$ cat config.mk
export PLATFORM = sky130hd
export DESIGN_NAME = sdp_regs
export DESIGN_NICKNAME = d
export VERILOG_FILES = /design/src/sdp_pkg.sv /design/src/sdp_regs.sv
export SDC_FILE = /design/constraint.sdc
export NUM_CORES = 1
export LEC_CHECK = 0
export ABC_AREA = 1
export BUFFER_PORTS_ARGS = -buffer_cell sky130_fd_sc_hd__clkbuf_2
export CELL_PAD_IN_SITES_DETAIL_PLACEMENT = 0
export CELL_PAD_IN_SITES_GLOBAL_PLACEMENT = 2
export CORE_MARGIN = 2
export CORE_UTILIZATION = 29
export CTS_CLUSTER_DIAMETER = 60
export CTS_CLUSTER_SIZE = 24
export DETAILED_ROUTE_END_ITERATION = 8
export PLACE_DENSITY_LB_ADDON = 0.1
export SYNTH_ARGS = -nofsm -noshare
export SYNTH_HDL_FRONTEND = slang
export SYNTH_SLANG_ARGS = --single-unit
$ cat constraint.sdc
create_clock -name clk -period 2.95 [get_ports clk]
set_clock_uncertainty 0.05 [all_clocks]
set_input_delay 0.885 -clock clk [delete_from_list [all_inputs] [get_ports clk]]
set_output_delay 0.885 -clock clk [all_outputs]
set_load 0.005 [all_outputs]
$ cat src/sdp_pkg.sv
// Package: register map, field layout, reset values and carrier types of the divider/power-down bank
package sdp_pkg;
  // Register indices; the byte address is four times the index
  localparam logic [5:0] IDX_SYNTH = 6'h19;
  localparam logic [5:0] IDX_VCO = 6'h1a;
  localparam logic [5:0] IDX_REF = 6'h1b;
  localparam logic [5:0] IDX_RSVA = 6'h1c;
  localparam logic [5:0] IDX_RSVB = 6'h1d;
  localparam logic [5:0] IDX_MULT = 6'h30;
  // Values after reset
  localparam logic [15:0] RST_SYNTH = 16'h0440;
  localparam logic [15:0] RST_VCO = 16'h0020;
  localparam logic [15:0] RST_REF = 16'h0000;
  localparam logic [15:0] RST_MULT = 16'h0000;
  // Writable bits; all others hold their reset value
  localparam logic [15:0] MASK_SYNTH = 16'hfffc;
  localparam logic [15:0] MASK_VCO = 16'hfcf0;
  localparam logic [15:0] MASK_REF = 16'h8800;
  localparam logic [15:0] MASK_MULT = 16'h0400;
  // Field positions
  localparam int FB_MODE = 15;
  localparam int FB_MSB = 14;
  localparam int FB_LSB = 8;
  localparam int RDIV_MSB = 7;
  localparam int RDIV_LSB = 4;
  localparam int BTUNE_MSB = 3;
  localparam int BTUNE_LSB = 2;
  localparam int COARSE_MSB = 15;
  localparam int COARSE_LSB = 10;
  localparam int BIAS_SLP = 7;
  localparam int TSENSE_SLP = 6;
  localparam int MULT_SLP = 5;
  localparam int CLKRX_SLP = 4;
  localparam int EXTREF = 15;
  localparam int FUSE_SLP = 11;
  localparam int MULT_EN = 10;
  // Smallest legal feedback code in the low seven bits
  localparam logic [6:0] FB_MIN_CODE = 7'h04;

  typedef enum logic [1:0] {
    PH_IDLE = 2'b01,
    PH_ACK = 2'b10
  } sdp_phase_t;

  typedef struct packed {
    logic read;
    logic write;
    logic [7:0] address;
    logic [31:0] writedata;
    logic [3:0] byteenable;
  } sdp_avs_req_t;

  typedef struct packed {
    logic waitrequest;
    logic [31:0] readdata;
  } sdp_avs_rsp_t;

  typedef struct packed {
    logic [7:0] fb_div;
    logic fb_div_ok;
    logic [4:0] ref_div;
    logic [1:0] vco_bias_tune;
    logic [5:0] vco_coarse;
    logic bias_sleep;
    logic tsense_sleep;
    logic mult_sleep;
    logic clkrx_sleep;
    logic output_strobe_input_sleep;
    logic extref_sel;
    logic fuse_sleep;
    logic mult_route;
  } sdp_analog_t;
endpackage

$ cat src/sdp_regs.sv
// Top: Avalon-MM register bank driving divider, tuning and power-down controls
//
// Chosen here: the Avalon-MM slave port.
`timescale 1ns/10ps
// Behaviour
// - Feedback mode bit clear: divide by low seven bits, 4..127 valid.
// - Feedback mode bit set: divide by twice low seven bits, 8..254.
// - Feedback divider field in bits 15:8, reset pattern 00000100.
// - Reference divider bits 7:4 divide by code plus one.
// - Coarse tuning field bits 15:10 writable, resets to zero.
// - Bit 7 of power register sleeps the bias amplifier; resets zero.
// - Bit 6 of power register turns off temperature sensor; resets zero.
// - Bit 5 of power register sleeps multiplier; resets one.
// - Bit 4 sleeps clock receiver and output strobe receiver.
// - Reference bit 15 selects internal (0) or external (1); resets internal.
// - Multiplier enable bit 10 routes clock through multiplier, else bypass.
module sdp_regs
  import sdp_pkg::*;
(
  // Clock and reset
  input wire logic clk,
  input wire logic reset_n,
  // Avalon-MM slave
  input wire sdp_avs_req_t avs_req,
  output sdp_avs_rsp_t avs_rsp,
  // Analog control outputs
  output sdp_analog_t ana
);

  typedef struct packed {
    sdp_phase_t phase;
    logic [15:0] synth;
    logic [15:0] vco;
    logic [15:0] refr;
    logic [15:0] mult;
    sdp_avs_rsp_t rsp;
    sdp_analog_t ana;
  } sdp_state_t;

  sdp_state_t s_r;
  sdp_state_t s_nxt;
  logic [5:0] idx;
  logic req_any;
  logic req_go;
  logic wr_go;

  // Feedback divide value; both modes share the same legal low-code bound
  function automatic logic [7:0] fb_val(input logic [15:0] r);
    if (r[FB_MODE]) begin
      fb_val = {r[FB_MSB:FB_LSB], 1'b0};
    end else begin
      fb_val = {1'b0, r[FB_MSB:FB_LSB]};
    end
  endfunction

  // Codes 0..3 are illegal in either mode
  function automatic logic fb_ok(input logic [15:0] r);
    fb_ok = (r[FB_MSB:FB_LSB] >= FB_MIN_CODE);
  endfunction

  function automatic logic [4:0] ref_val(input logic [15:0] r);
    ref_val = {1'b0, r[RDIV_MSB:RDIV_LSB]} + 5'h01;
  endfunction

  // Byte-lane merge; bits outside the mask keep their reset value
  function automatic logic [15:0] wr_merge(input logic [15:0] old, input logic [31:0] wd,
                                           input logic [3:0] be, input logic [15:0] mask,
                                           input logic [15:0] rst);
    logic [15:0] lanes;
    logic [15:0] merged;
    lanes = {{8{be[1]}}, {8{be[0]}}};
    merged = (wd[15:0] & lanes) | (old & ~lanes);
    wr_merge = (merged & mask) | (rst & ~mask);
  endfunction

  function automatic logic [15:0] rd_word(input sdp_state_t s, input logic [5:0] i);
    if (i == IDX_SYNTH) begin
      rd_word = s.synth;
    end else if (i == IDX_VCO) begin
      rd_word = s.vco;
    end else if (i == IDX_REF) begin
      rd_word = s.refr;
    end else if (i == IDX_MULT) begin
      rd_word = s.mult;
    end else begin
      rd_word = 16'h0000;
    end
  endfunction

  assign idx = avs_req.address[7:2];
  assign req_any = avs_req.read | avs_req.write;
  assign req_go = req_any && (s_r.phase == PH_IDLE);
  // Write lands at the edge where waitrequest is seen low
  assign wr_go = avs_req.write && (s_r.phase == PH_ACK);

  // Next state: bus handshake, register writes and analog decode
  always_comb begin
    s_nxt = s_r;
    case (s_r.phase)
      PH_IDLE: begin
        if (req_go) begin
          s_nxt.phase = PH_ACK;
        end
      end
      PH_ACK: begin
        s_nxt.phase = PH_IDLE;
      end
      default: begin
        s_nxt.phase = PH_IDLE;
      end
    endcase
    // One wait state, so read data is captured before it is shown
    s_nxt.rsp.waitrequest = (s_nxt.phase != PH_ACK);
    if (req_go && avs_req.read) begin
      s_nxt.rsp.readdata = {16'h0000, rd_word(s_r, idx)};
    end else if (s_r.phase == PH_ACK) begin
      s_nxt.rsp.readdata = s_r.rsp.readdata;
    end else begin
      s_nxt.rsp.readdata = 32'h0000_0000;
    end
    // Register writes; unmapped and reserved indices are ignored
    if (wr_go) begin
      if (idx == IDX_SYNTH) begin
        s_nxt.synth = wr_merge(s_r.synth, avs_req.writedata, avs_req.byteenable,
                               MASK_SYNTH, RST_SYNTH);
      end else if (idx == IDX_VCO) begin
        s_nxt.vco = wr_merge(s_r.vco, avs_req.writedata, avs_req.byteenable,
                             MASK_VCO, RST_VCO);
      end else if (idx == IDX_REF) begin
        s_nxt.refr = wr_merge(s_r.refr, avs_req.writedata, avs_req.byteenable,
                              MASK_REF, RST_REF);
      end else if (idx == IDX_MULT) begin
        s_nxt.mult = wr_merge(s_r.mult, avs_req.writedata, avs_req.byteenable,
                              MASK_MULT, RST_MULT);
      end
    end
    // Decoded controls follow the registers one cycle later
    s_nxt.ana.fb_div = fb_val(s_r.synth);
    s_nxt.ana.fb_div_ok = fb_ok(s_r.synth);
    s_nxt.ana.ref_div = ref_val(s_r.synth);
    s_nxt.ana.vco_bias_tune = s_r.synth[BTUNE_MSB:BTUNE_LSB];
    s_nxt.ana.vco_coarse = s_r.vco[COARSE_MSB:COARSE_LSB];
    s_nxt.ana.bias_sleep = s_r.vco[BIAS_SLP];
    s_nxt.ana.tsense_sleep = s_r.vco[TSENSE_SLP];
    s_nxt.ana.mult_sleep = s_r.vco[MULT_SLP];
    s_nxt.ana.clkrx_sleep = s_r.vco[CLKRX_SLP];
    s_nxt.ana.output_strobe_input_sleep = s_r.vco[CLKRX_SLP];
    s_nxt.ana.extref_sel = s_r.refr[EXTREF];
    s_nxt.ana.fuse_sleep = s_r.refr[FUSE_SLP];
    // Bypass unless enabled; enable alone does not wake the multiplier
    s_nxt.ana.mult_route = s_r.mult[MULT_EN];
  end

  // State register with synchronous reset
  always_ff @(posedge clk) begin
    if (!reset_n) begin
      s_r.phase <= PH_IDLE;
      s_r.synth <= RST_SYNTH;
      s_r.vco <= RST_VCO;
      s_r.refr <= RST_REF;
      s_r.mult <= RST_MULT;
      s_r.rsp.waitrequest <= 1'b1;
      s_r.rsp.readdata <= 32'h0000_0000;
      s_r.ana.fb_div <= fb_val(RST_SYNTH);
      s_r.ana.fb_div_ok <= fb_ok(RST_SYNTH);
      s_r.ana.ref_div <= ref_val(RST_SYNTH);
      s_r.ana.vco_bias_tune <= RST_SYNTH[BTUNE_MSB:BTUNE_LSB];
      s_r.ana.vco_coarse <= RST_VCO[COARSE_MSB:COARSE_LSB];
      s_r.ana.bias_sleep <= RST_VCO[BIAS_SLP];
      s_r.ana.tsense_sleep <= RST_VCO[TSENSE_SLP];
      s_r.ana.mult_sleep <= RST_VCO[MULT_SLP];
      s_r.ana.clkrx_sleep <= RST_VCO[CLKRX_SLP];
      s_r.ana.output_strobe_input_sleep <= RST_VCO[CLKRX_SLP];
      s_r.ana.extref_sel <= RST_REF[EXTREF];
      s_r.ana.fuse_sleep <= RST_REF[FUSE_SLP];
      s_r.ana.mult_route <= RST_MULT[MULT_EN];
    end else begin
      s_r <= s_nxt;
    end
  end

  assign avs_rsp = s_r.rsp;
  assign ana = s_r.ana;

  // Checks on decode, power bits, reserved bits and the bus handshake
  a_fb_direct_mode: assert property (@(posedge clk) disable iff (!reset_n)
    !s_r.synth[FB_MODE] |=> (ana.fb_div[7] == 1'b0) && (ana.fb_div[6:0] == $past(s_r.synth[FB_MSB:FB_LSB])))
    else $error("direct feedback value wrong");
  a_fb_double_mode: assert property (@(posedge clk) disable iff (!reset_n)
    s_r.synth[FB_MODE] |=> (ana.fb_div[0] == 1'b0) && (ana.fb_div[7:1] == $past(s_r.synth[FB_MSB:FB_LSB])))
    else $error("doubled feedback value wrong");
  a_fb_code_ok: assert property (@(posedge clk) disable iff (!reset_n)
    (s_r.synth[FB_MSB:FB_LSB] < FB_MIN_CODE) |=> !ana.fb_div_ok)
    else $error("illegal feedback code flagged ok");
  a_fb_reset_val: assert property (@(posedge clk) disable iff (!reset_n)
    $rose(reset_n) |-> (s_r.synth == RST_SYNTH) ##1 (ana.fb_div == 8'h04))
    else $error("feedback reset value wrong");
  a_ref_div_plus: assert property (@(posedge clk) disable iff (!reset_n)
    ##1 (ana.ref_div == ({1'b0, $past(s_r.synth[RDIV_MSB:RDIV_LSB])} + 5'h01)))
    else $error("reference divide not code plus one");
  a_coarse_write: assert property (@(posedge clk) disable iff (!reset_n)
    (wr_go && idx == IDX_VCO && avs_req.byteenable[1])
    |=> (s_r.vco[COARSE_MSB:COARSE_LSB] == $past(avs_req.writedata[15:10])) ##1
        (ana.vco_coarse == $past(avs_req.writedata[15:10], 2)))
    else $error("coarse tuning write lost");
  a_bias_sleep: assert property (@(posedge clk) disable iff (!reset_n)
    ##1 (ana.bias_sleep == $past(s_r.vco[BIAS_SLP])))
    else $error("bias sleep not following register");
  a_tsense_off: assert property (@(posedge clk) disable iff (!reset_n)
    $rose(s_r.vco[TSENSE_SLP]) |=> ana.tsense_sleep)
    else $error("temperature sensor not off");
  a_mult_sleep_rst: assert property (@(posedge clk) disable iff (!reset_n)
    $rose(reset_n) |-> ana.mult_sleep && s_r.vco[MULT_SLP])
    else $error("multiplier not asleep after reset");
  a_clkrx_both: assert property (@(posedge clk) disable iff (!reset_n)
    ##1 ((ana.clkrx_sleep == $past(s_r.vco[CLKRX_SLP]))
    && (ana.output_strobe_input_sleep == $past(s_r.vco[CLKRX_SLP]))))
    else $error("strobe receiver sleep differs from clock receiver");
  a_extref_sel: assert property (@(posedge clk) disable iff (!reset_n)
    ##1 (ana.extref_sel == $past(s_r.refr[EXTREF])))
    else $error("reference select wrong");
  a_mult_route: assert property (@(posedge clk) disable iff (!reset_n)
    !s_r.mult[MULT_EN] |=> !ana.mult_route)
    else $error("multiplier not bypassed");
  a_rsvd_hold: assert property (@(posedge clk) disable iff (!reset_n)
    ((s_r.synth & ~MASK_SYNTH) == (RST_SYNTH & ~MASK_SYNTH)) && ((s_r.vco & ~MASK_VCO) == (RST_VCO & ~MASK_VCO))
    && ((s_r.refr & ~MASK_REF) == (RST_REF & ~MASK_REF)))
    else $error("reserved bits changed");
  a_rsvd_read: assert property (@(posedge clk) disable iff (!reset_n)
    (req_go && avs_req.read && (idx == IDX_RSVA || idx == IDX_RSVB)) |=> (avs_rsp.readdata == 32'h0000_0000))
    else $error("reserved register reads nonzero");
  a_wait_one: assert property (@(posedge clk) disable iff (!reset_n)
    req_go |=> !avs_rsp.waitrequest ##1 avs_rsp.waitrequest)
    else $error("waitrequest not low for one cycle");
  // Field placement, follow-through of the tuning, sensor, multiplier, fuse and feedback-ok controls, and the bus rules
  a_fb_ok_legal: assert property (@(posedge clk) disable iff (!reset_n)
    (s_r.synth[FB_MSB:FB_LSB] >= FB_MIN_CODE) |=> ana.fb_div_ok)
    else $error("legal feedback code flagged bad");
  a_fb_field_pos: assert property (@(posedge clk) disable iff (!reset_n)
    (wr_go && idx == IDX_SYNTH && avs_req.byteenable[1]) |=> (s_r.synth[FB_MODE:FB_LSB] == $past(avs_req.writedata[15:8])))
    else $error("feedback field not in upper byte");
  a_ref_div_field: assert property (@(posedge clk) disable iff (!reset_n)
    (wr_go && idx == IDX_SYNTH && avs_req.byteenable[0])
    |=> (s_r.synth[RDIV_MSB:RDIV_LSB] == $past(avs_req.writedata[RDIV_MSB:RDIV_LSB])))
    else $error("reference divider field write lost");
  a_ref_div_range: assert property (@(posedge clk) disable iff (!reset_n)
    (ana.ref_div >= 5'h01) && (ana.ref_div <= 5'h10))
    else $error("reference divide out of range");
  a_bias_tune_out: assert property (@(posedge clk) disable iff (!reset_n)
    ##1 (ana.vco_bias_tune == $past(s_r.synth[BTUNE_MSB:BTUNE_LSB])))
    else $error("bias tuning not following register");
  a_coarse_follow: assert property (@(posedge clk) disable iff (!reset_n)
    ##1 (ana.vco_coarse == $past(s_r.vco[COARSE_MSB:COARSE_LSB])))
    else $error("coarse tuning not following register");
  a_coarse_reset: assert property (@(posedge clk) disable iff (!reset_n)
    $rose(reset_n) |-> (ana.vco_coarse == 6'h00) && (s_r.vco[COARSE_MSB:COARSE_LSB] == 6'h00))
    else $error("coarse tuning not zero after reset");
  a_power_reset: assert property (@(posedge clk) disable iff (!reset_n)
    $rose(reset_n) |-> !ana.bias_sleep && !ana.tsense_sleep
    && !ana.clkrx_sleep && !ana.output_strobe_input_sleep)
    else $error("power-down bit set after reset");
  a_tsense_follow: assert property (@(posedge clk) disable iff (!reset_n)
    ##1 (ana.tsense_sleep == $past(s_r.vco[TSENSE_SLP])))
    else $error("temperature sensor control not following register");
  a_mult_sleep_follow: assert property (@(posedge clk) disable iff (!reset_n)
    ##1 (ana.mult_sleep == $past(s_r.vco[MULT_SLP])))
    else $error("multiplier sleep not following register");
  a_extref_reset: assert property (@(posedge clk) disable iff (!reset_n)
    $rose(reset_n) |-> !ana.extref_sel && !ana.fuse_sleep)
    else $error("reference or fuse control set after reset");
  a_fuse_follow: assert property (@(posedge clk) disable iff (!reset_n)
    ##1 (ana.fuse_sleep == $past(s_r.refr[FUSE_SLP])))
    else $error("fuse sleep not following register");
  a_mult_enable: assert property (@(posedge clk) disable iff (!reset_n)
    s_r.mult[MULT_EN] |=> ana.mult_route)
    else $error("multiplier not in the clock path");
  a_mult_rsvd: assert property (@(posedge clk) disable iff (!reset_n)
    (s_r.mult & ~MASK_MULT) == (RST_MULT & ~MASK_MULT))
    else $error("reserved multiplier control bits changed");
  a_rsvd_write: assert property (@(posedge clk) disable iff (!reset_n)
    (wr_go && (idx == IDX_RSVA || idx == IDX_RSVB))
    |=> (s_r.synth == $past(s_r.synth)) && (s_r.vco == $past(s_r.vco)) && (s_r.refr == $past(s_r.refr)))
    else $error("reserved register write changed state");
  a_ref_write: assert property (@(posedge clk) disable iff (!reset_n)
    (wr_go && idx == IDX_REF && avs_req.byteenable[1:0] == 2'b11)
    |=> (s_r.refr == (($past(avs_req.writedata[15:0]) & MASK_REF) | (RST_REF & ~MASK_REF))))
    else $error("reference register write wrong");
  a_regs_hold: assert property (@(posedge clk) disable iff (!reset_n)
    !wr_go |=> $stable(s_r.synth) && $stable(s_r.vco) && $stable(s_r.refr) && $stable(s_r.mult))
    else $error("register changed without a write");
  a_read_data: assert property (@(posedge clk) disable iff (!reset_n)
    (req_go && avs_req.read && idx == IDX_SYNTH) |=> (avs_rsp.readdata == {16'h0000, $past(s_r.synth)}))
    else $error("read data not the register contents");
  a_rdata_upper: assert property (@(posedge clk) disable iff (!reset_n)
    avs_rsp.readdata[31:16] == 16'h0000)
    else $error("upper read data not zero");
  a_wait_idle: assert property (@(posedge clk) disable iff (!reset_n)
    (s_r.phase == PH_IDLE) |-> avs_rsp.waitrequest)
    else $error("waitrequest low while idle");
  a_ack_release: assert property (@(posedge clk) disable iff (!reset_n)
    !avs_rsp.waitrequest |=> avs_rsp.waitrequest)
    else $error("waitrequest low for two cycles");

  c_synth_write: cover property (@(posedge clk) disable iff (!reset_n) wr_go && idx == IDX_SYNTH);
  c_vco_read: cover property (@(posedge clk) disable iff (!reset_n) req_go && avs_req.read && idx == IDX_VCO);
  c_fb_double: cover property (@(posedge clk) disable iff (!reset_n) ana.fb_div_ok && s_r.synth[FB_MODE]);
  c_back_to_back: cover property (@(posedge clk) disable iff (!reset_n) wr_go ##1 req_go);
  c_rsvd_read: cover property (@(posedge clk) disable iff (!reset_n) req_go && avs_req.read && idx == IDX_RSVA);
endmodule

Word level (Yosys, flattened, before mapping)
Cells that the tools add are included.
{"block": "totals", "register_bits": 75}
{"block": "op_classes", "n_addsub": 1, "n_lt_le_gt_ge": 1, "eq_ne": 8, "n_mux": 9, "n_bitwise": 15, "reduce_logical": 9}
{"op": "2-to-1 mux 16 bit", "count": 5}
{"op": "AND 16 bit", "count": 4}
{"op": "bitwise OR 16 bit", "count": 3}
{"op": "equality test 6 x 5 -> 1 bit, second input constant", "count": 3}
{"op": "inverter 16 bit", "count": 1}
{"op": "AND 11 bit", "count": 1}
{"op": "2-to-1 mux 11 bit", "count": 1}
{"op": "bitwise OR 11 bit", "count": 1}
{"op": ">= comparator 7 x 3 -> 1 bit, second input constant", "count": 1}
{"op": "2-to-1 mux 7 bit", "count": 1}
{"op": "equality test 6 bit, second input constant", "count": 1}
{"op": "adder 4 x 1 -> 5 bit, second input constant", "count": 1}
{"op": "AND reduction 5 bit", "count": 1}
{"op": "2-to-1 mux 2 bit", "count": 2}
{"op": "!= test 2 bit, second input constant", "count": 2}
{"op": "inverter 1 bit", "count": 4}
{"op": "AND reduction 2 bit", "count": 2}
{"op": "AND reduction 4 bit", "count": 1}
{"op": "logical AND 1 bit", "count": 3}
{"op": "AND reduction 3 bit", "count": 1}
{"op": "equality test 2 x 1 -> 1 bit, second input constant", "count": 1}
{"op": "equality test 2 bit, second input constant", "count": 1}
{"op": "OR reduction 2 bit", "count": 1}
{"op": "bitwise OR 1 bit", "count": 1}

Longest topological paths before layout
{"block": "logic_depth", "ltp_word": 6, "depth_mapped": 9, "depth_no_buf": 8}

Worst setup path after synthesis
OpenSTA, ideal clock, no wires.
{"block": "synth_timing", "kind": "input to register", "start": "input avs_req[41] (netlist bit)", "end": "register (tool-made name)", "t_arrival_ns": 1.686, "required_ns": 2.787, "path_slack_ns": 1.102, "stages": 8, "cell_sequence": "inv_1 -> nor2_1 -> nand2_1 -> nor2_4 -> nand4_2 -> buf_6 -> nor2_1 -> nor2_1"}
{"item": "from (decl)", "line_no": "sdp_regs.sv:24", "text": "input wire sdp_avs_req_t avs_req,"}

Final worst setup path
{"block": "layout_timing", "start": "input avs_req[45] (netlist bit)", "end": "register s_r (netlist bit avs_rsp[3])"}
{"block": "layout_between", "elab_chain_cells": 4, "word_cells_on_any_way": 5, "cone_classes": "eq/ne: 1; mux: 1; bitwise: 1; reduce/logical: 2"}
{"item": "bitwise OR 1 bit", "line_no": "sdp_regs.sv:91", "text": "assign req_any = avs_req.read | avs_req.write;"}
{"item": "logical AND 1 bit", "line_no": "sdp_regs.sv:92", "text": "assign req_go = req_any && (s_r.phase == PH_IDLE);"}
{"item": "logical AND 1 bit *", "line_no": "sdp_regs.sv:114", "text": "if (req_go && avs_req.read) begin"}
{"item": "!= test 2 bit (no source line) / 2-to-1 mux 16 bit (equally long branches)"}
{"item": "to (signal assigned)", "line_no": "sdp_regs.sv:178", "text": "s_r <= s_nxt;"}
{"item": "to (decl)", "line_no": "sdp_regs.sv:40", "text": "sdp_state_t s_r;"}
Mark *: on every way between the ends. The rest lies on a longest branch, timed or not.
A chain may end at the register's enable or synchronous reset.

==> flow_results.xml <==
<?xml version="1.0" encoding="UTF-8"?>
<metrics>
  <group name="outcome">
    <metric name="outcome" unit="">completed</metric>
  </group>
  <group name="yosys">
    <metric name="synth_area_leaders" unit="">dfxtp_1 44%, buf_4 14%, nand2_1 8.7%</metric>
    <metric name="post_synthesis_sequential_element_count" unit="">73</metric>
    <metric name="syn-instance-count" unit="">438</metric>
    <metric name="synth.lib_cells_used.distinct" unit="">30</metric>
    <metric name="synth_top_area_frac" unit="">0.442</metric>
    <metric name="synth_seq_area_share" unit="">0.442</metric>
    <metric name="mappedNetlistArea" unit="um^2">3300</metric>
    <metric name="yosysTopAreaCell" unit="">dfxtp_1</metric>
    <metric name="post_synth.cell_area_avg" unit="um^2">7.54</metric>
    <metric name="ys.warnings.count" unit="">0</metric>
  </group>
  <group name="floorplan">
    <metric name="core_area" unit="um^2">11000</metric>
    <metric name="start_util" unit="">0.301</metric>
    <metric name="boundaryPins" unit="">111</metric>
    <metric name="full_die_area" unit="um^2">12300</metric>
    <metric name="die-height" unit="um">111</metric>
    <metric name="floorplan.rows" unit="">38</metric>
    <metric name="fp.dieW" unit="um">111</metric>
  </group>
  <group name="cts">
    <metric name="cts.clk_slew.worst_paths" unit="ps">60</metric>
    <metric name="cts_max_level" unit="">3</metric>
    <metric name="clock_insertion_delay_worst_skew" unit="ps">330</metric>
    <metric name="clkSinkCount" unit="">73</metric>
    <metric name="clock_tree_from_tritoncts" unit="">yes</metric>
    <metric name="cts_setup_buffers" unit="">0</metric>
    <metric name="cts_buffers" unit="">9</metric>
    <metric name="clock_buffer_depth" unit="">2</metric>
    <metric name="cts.root.buffer_cell" unit="">clkbuf_16</metric>
    <metric name="cts.repair.resized" unit="">0</metric>
    <metric name="ctsHoldBuffers" unit="">0</metric>
  </group>
  <group name="sta">
    <metric name="setup_viol" unit="">0</metric>
    <metric name="min_period_over_period" unit="">0.657</metric>
    <metric name="timing.hold.ws" unit="ps">397</metric>
    <metric name="timing_hold_violations_final" unit="">0</metric>
    <metric name="min_period" unit="ps">1940</metric>
    <metric name="setup_total_negative_slack" unit="ps">0</metric>
    <metric name="worst_slew_margin_rel" unit="">0.600</metric>
    <metric name="unrepaired_setup_endpoints_after_global_routing" unit="">false</metric>
    <metric name="timing_worst_slew_pin_value" unit="ps">598</metric>
    <metric name="slew_violations" unit="">0</metric>
    <metric name="fmax" unit="MHz">516</metric>
  </group>
  <group name="setup_path">
    <metric name="cp_data_arrival_time" unit="ps">2150</metric>
    <metric name="cp-end-kind" unit="">flip-flop</metric>
    <metric name="critical_path_peak_fanout" unit="">9</metric>
    <metric name="timing.setup.critical_path_class" unit="">primary input to flip-flop</metric>
    <metric name="worst-r2r-setup-slack" unit="ps">1290</metric>
    <metric name="startpoint_type" unit="">primary input</metric>
    <metric name="critical_path_required" unit="ps">3160</metric>
  </group>
  <group name="global_routing">
    <metric name="first_global_vias" unit="">2405</metric>
    <metric name="grt.met1_usage" unit="">0.172</metric>
    <metric name="gr-usage-met3" unit="">0.0350</metric>
    <metric name="grt_remaining_overflow" unit="">0</metric>
    <metric name="largest_net_degree_at_the_start_of_global_routing" unit="">24</metric>
    <metric name="grt_util_overall" unit="">0.130</metric>
    <metric name="grt.met2_usage" unit="">0.201</metric>
    <metric name="grt_antenna_before_repair" unit="">0</metric>
    <metric name="grt_first_pass_wirelength" unit="mm">12.6</metric>
    <metric name="grt_busiest_layer" unit="">met2</metric>
  </group>
  <group name="place">
    <metric name="port_buffers" unit="">70</metric>
    <metric name="hpwl" unit="mm">5.84</metric>
    <metric name="place_inst" unit="">597</metric>
    <metric name="gp_routability_congestion" unit="">0.759</metric>
  </group>
  <group name="routing">
    <metric name="routed-via-count" unit="">2513</metric>
    <metric name="detailedRoute.firstPassIterationCount" unit="">4</metric>
    <metric name="vias_per_cell" unit="">4.10</metric>
    <metric name="drt_drc_violations_left" unit="">0</metric>
    <metric name="route.detailed.wl_per_inst" unit="um">12.5</metric>
    <metric name="drt-initial-drc-count" unit="">72</metric>
    <metric name="routed_wl" unit="mm">7.69</metric>
    <metric name="final_antenna_net_count" unit="">0</metric>
  </group>
  <group name="job">
    <metric name="cap_viol_max_count" unit="">0</metric>
  </group>
  <group name="cells_and_area">
    <metric name="antenna_diode_count" unit="">0</metric>
    <metric name="nets" unit="">517</metric>
    <metric name="syn_to_final_growth" unit="%">11.2</metric>
    <metric name="layoutNonFillerInstCount" unit="">613</metric>
    <metric name="drive_above_1_share" unit="">0.235</metric>
  </group>
  <group name="min_path">
    <metric name="min-delay-path-class" unit="">flip-flop to flip-flop</metric>
  </group>
  <group name="power">
    <metric name="power.ir.vdd_worst" unit="uV">225</metric>
    <metric name="power_per_cell_area" unit="nW/um^2">571</metric>
    <metric name="power.leakage" unit="uW">0.00183</metric>
  </group>
</metrics>
layer usage:
metal  wire length [um]  vias to the layer above  part of all wire
li1                   -                     1323                 -
met1               3860                     1121              0.50
met2               3360                       60              0.44
met3                367                        9             0.048
met4                104                        0             0.014
met5                  0                        -                 0
through the flow:
stage	setup slack (ps)	instance area (um^2)	total power, uW	utilization
after floorplan	1100	3370	1090	-
after global placement	682	3400	1120	0.310
after detailed placement	651	3400	1120	0.310
after CTS	1000	3670	2130	0.334
after global routing	833	3670	2180	0.334
final	1010	3670	2100	0.334
cell usage in the layout (no fill, tap or decap), types with 4 or more instances in the layout:
master / n
nand3_1: 22
nor2_4: 5
conb_1: 18
buf_4: 5
inv_1: 53
clkbuf_2: 70
o22ai_1: 4
o21ai_0: 24
inv_2: 6
clkbuf_16: 9
dfxtp_1: 73
nor2_1: 71
nand2_1: 77
a21oi_1: 11
final timing paths:
check              startpoint         end  cells after the start
hold / removal      flip-flop      ana[3]                      2
setup reg to reg     s_r[128]  avs_rsp[3]                      7
hold reg to reg     flip-flop      ana[3]                      2
setup / recovery  avs_req[45]  avs_rsp[3]                      7
power breakdown:
part | leakage, uW | internal, uW | switching [uW]
combinational | 0.00111 | 31.0 | 71.4
sequential | 0.000589 | 990 | 1.75
clock | 0.000128 | 567 | 437
layout make-up:
cell class,count,area [um^2]
tap,140,175
clock inverter,7,46.3
clock buffer,9,225
fill,1213,7310
inverter,59,221
sequential,73,1460
multi-input combinational,250,1160
timing repair buffer,75,388
synth_stat cells:
| library cell | instances |
|---|---|
| a22oi_1 | 2 |
| inv_2 | 6 |
| nand4_1 | 2 |
| nand4_2 | 2 |
| nand2_1 | 77 |
| a21oi_1 | 11 |
| clkbuf_8 | 1 |
| o21ai_0 | 24 |
| nor4_1 | 1 |
| nand3_1 | 22 |
| buf_4 | 63 |
| o22ai_1 | 4 |
| o211ai_1 | 1 |
| nand3_2 | 1 |
| dfxtp_1 | 73 |
| xor2_1 | 1 |
| nor2_4 | 5 |
| buf_6 | 1 |
| inv_1 | 53 |
| nand3_4 | 2 |
| nor2_1 | 71 |
| conb_1 | 1 |
| buf_2 | 1 |
| or2_2 | 1 |
| buf_1 | 1 |
| nand2_2 | 1 |
| nor2_2 | 2 |
| xnor2_1 | 1 |
| clkbuf_1 | 6 |
| ha_1 | 1 |
worst max-delay path, stage by stage:
cell and delay (ps):
clkbuf_2 90, inv_1 40, nor2_1 470, inv_1 160
nor2_4 290, inv_1 80, o21ai_0 140
cells by family after synthesis:
kind of cell | after synthesis | share of synthesized area
AOI/OAI and AO/OA | 42 | 0.0674
xor gates and xnor gates | 2 | 0.00530
adders and majority gates | 1 | 0.00379
buffers and inverters | 132 | 0.227
DFF | 73 | 0.442
other | 1 | 0.00113
and+or+nand+nor | 187 | 0.253
(Power assumes the default switching activity.)
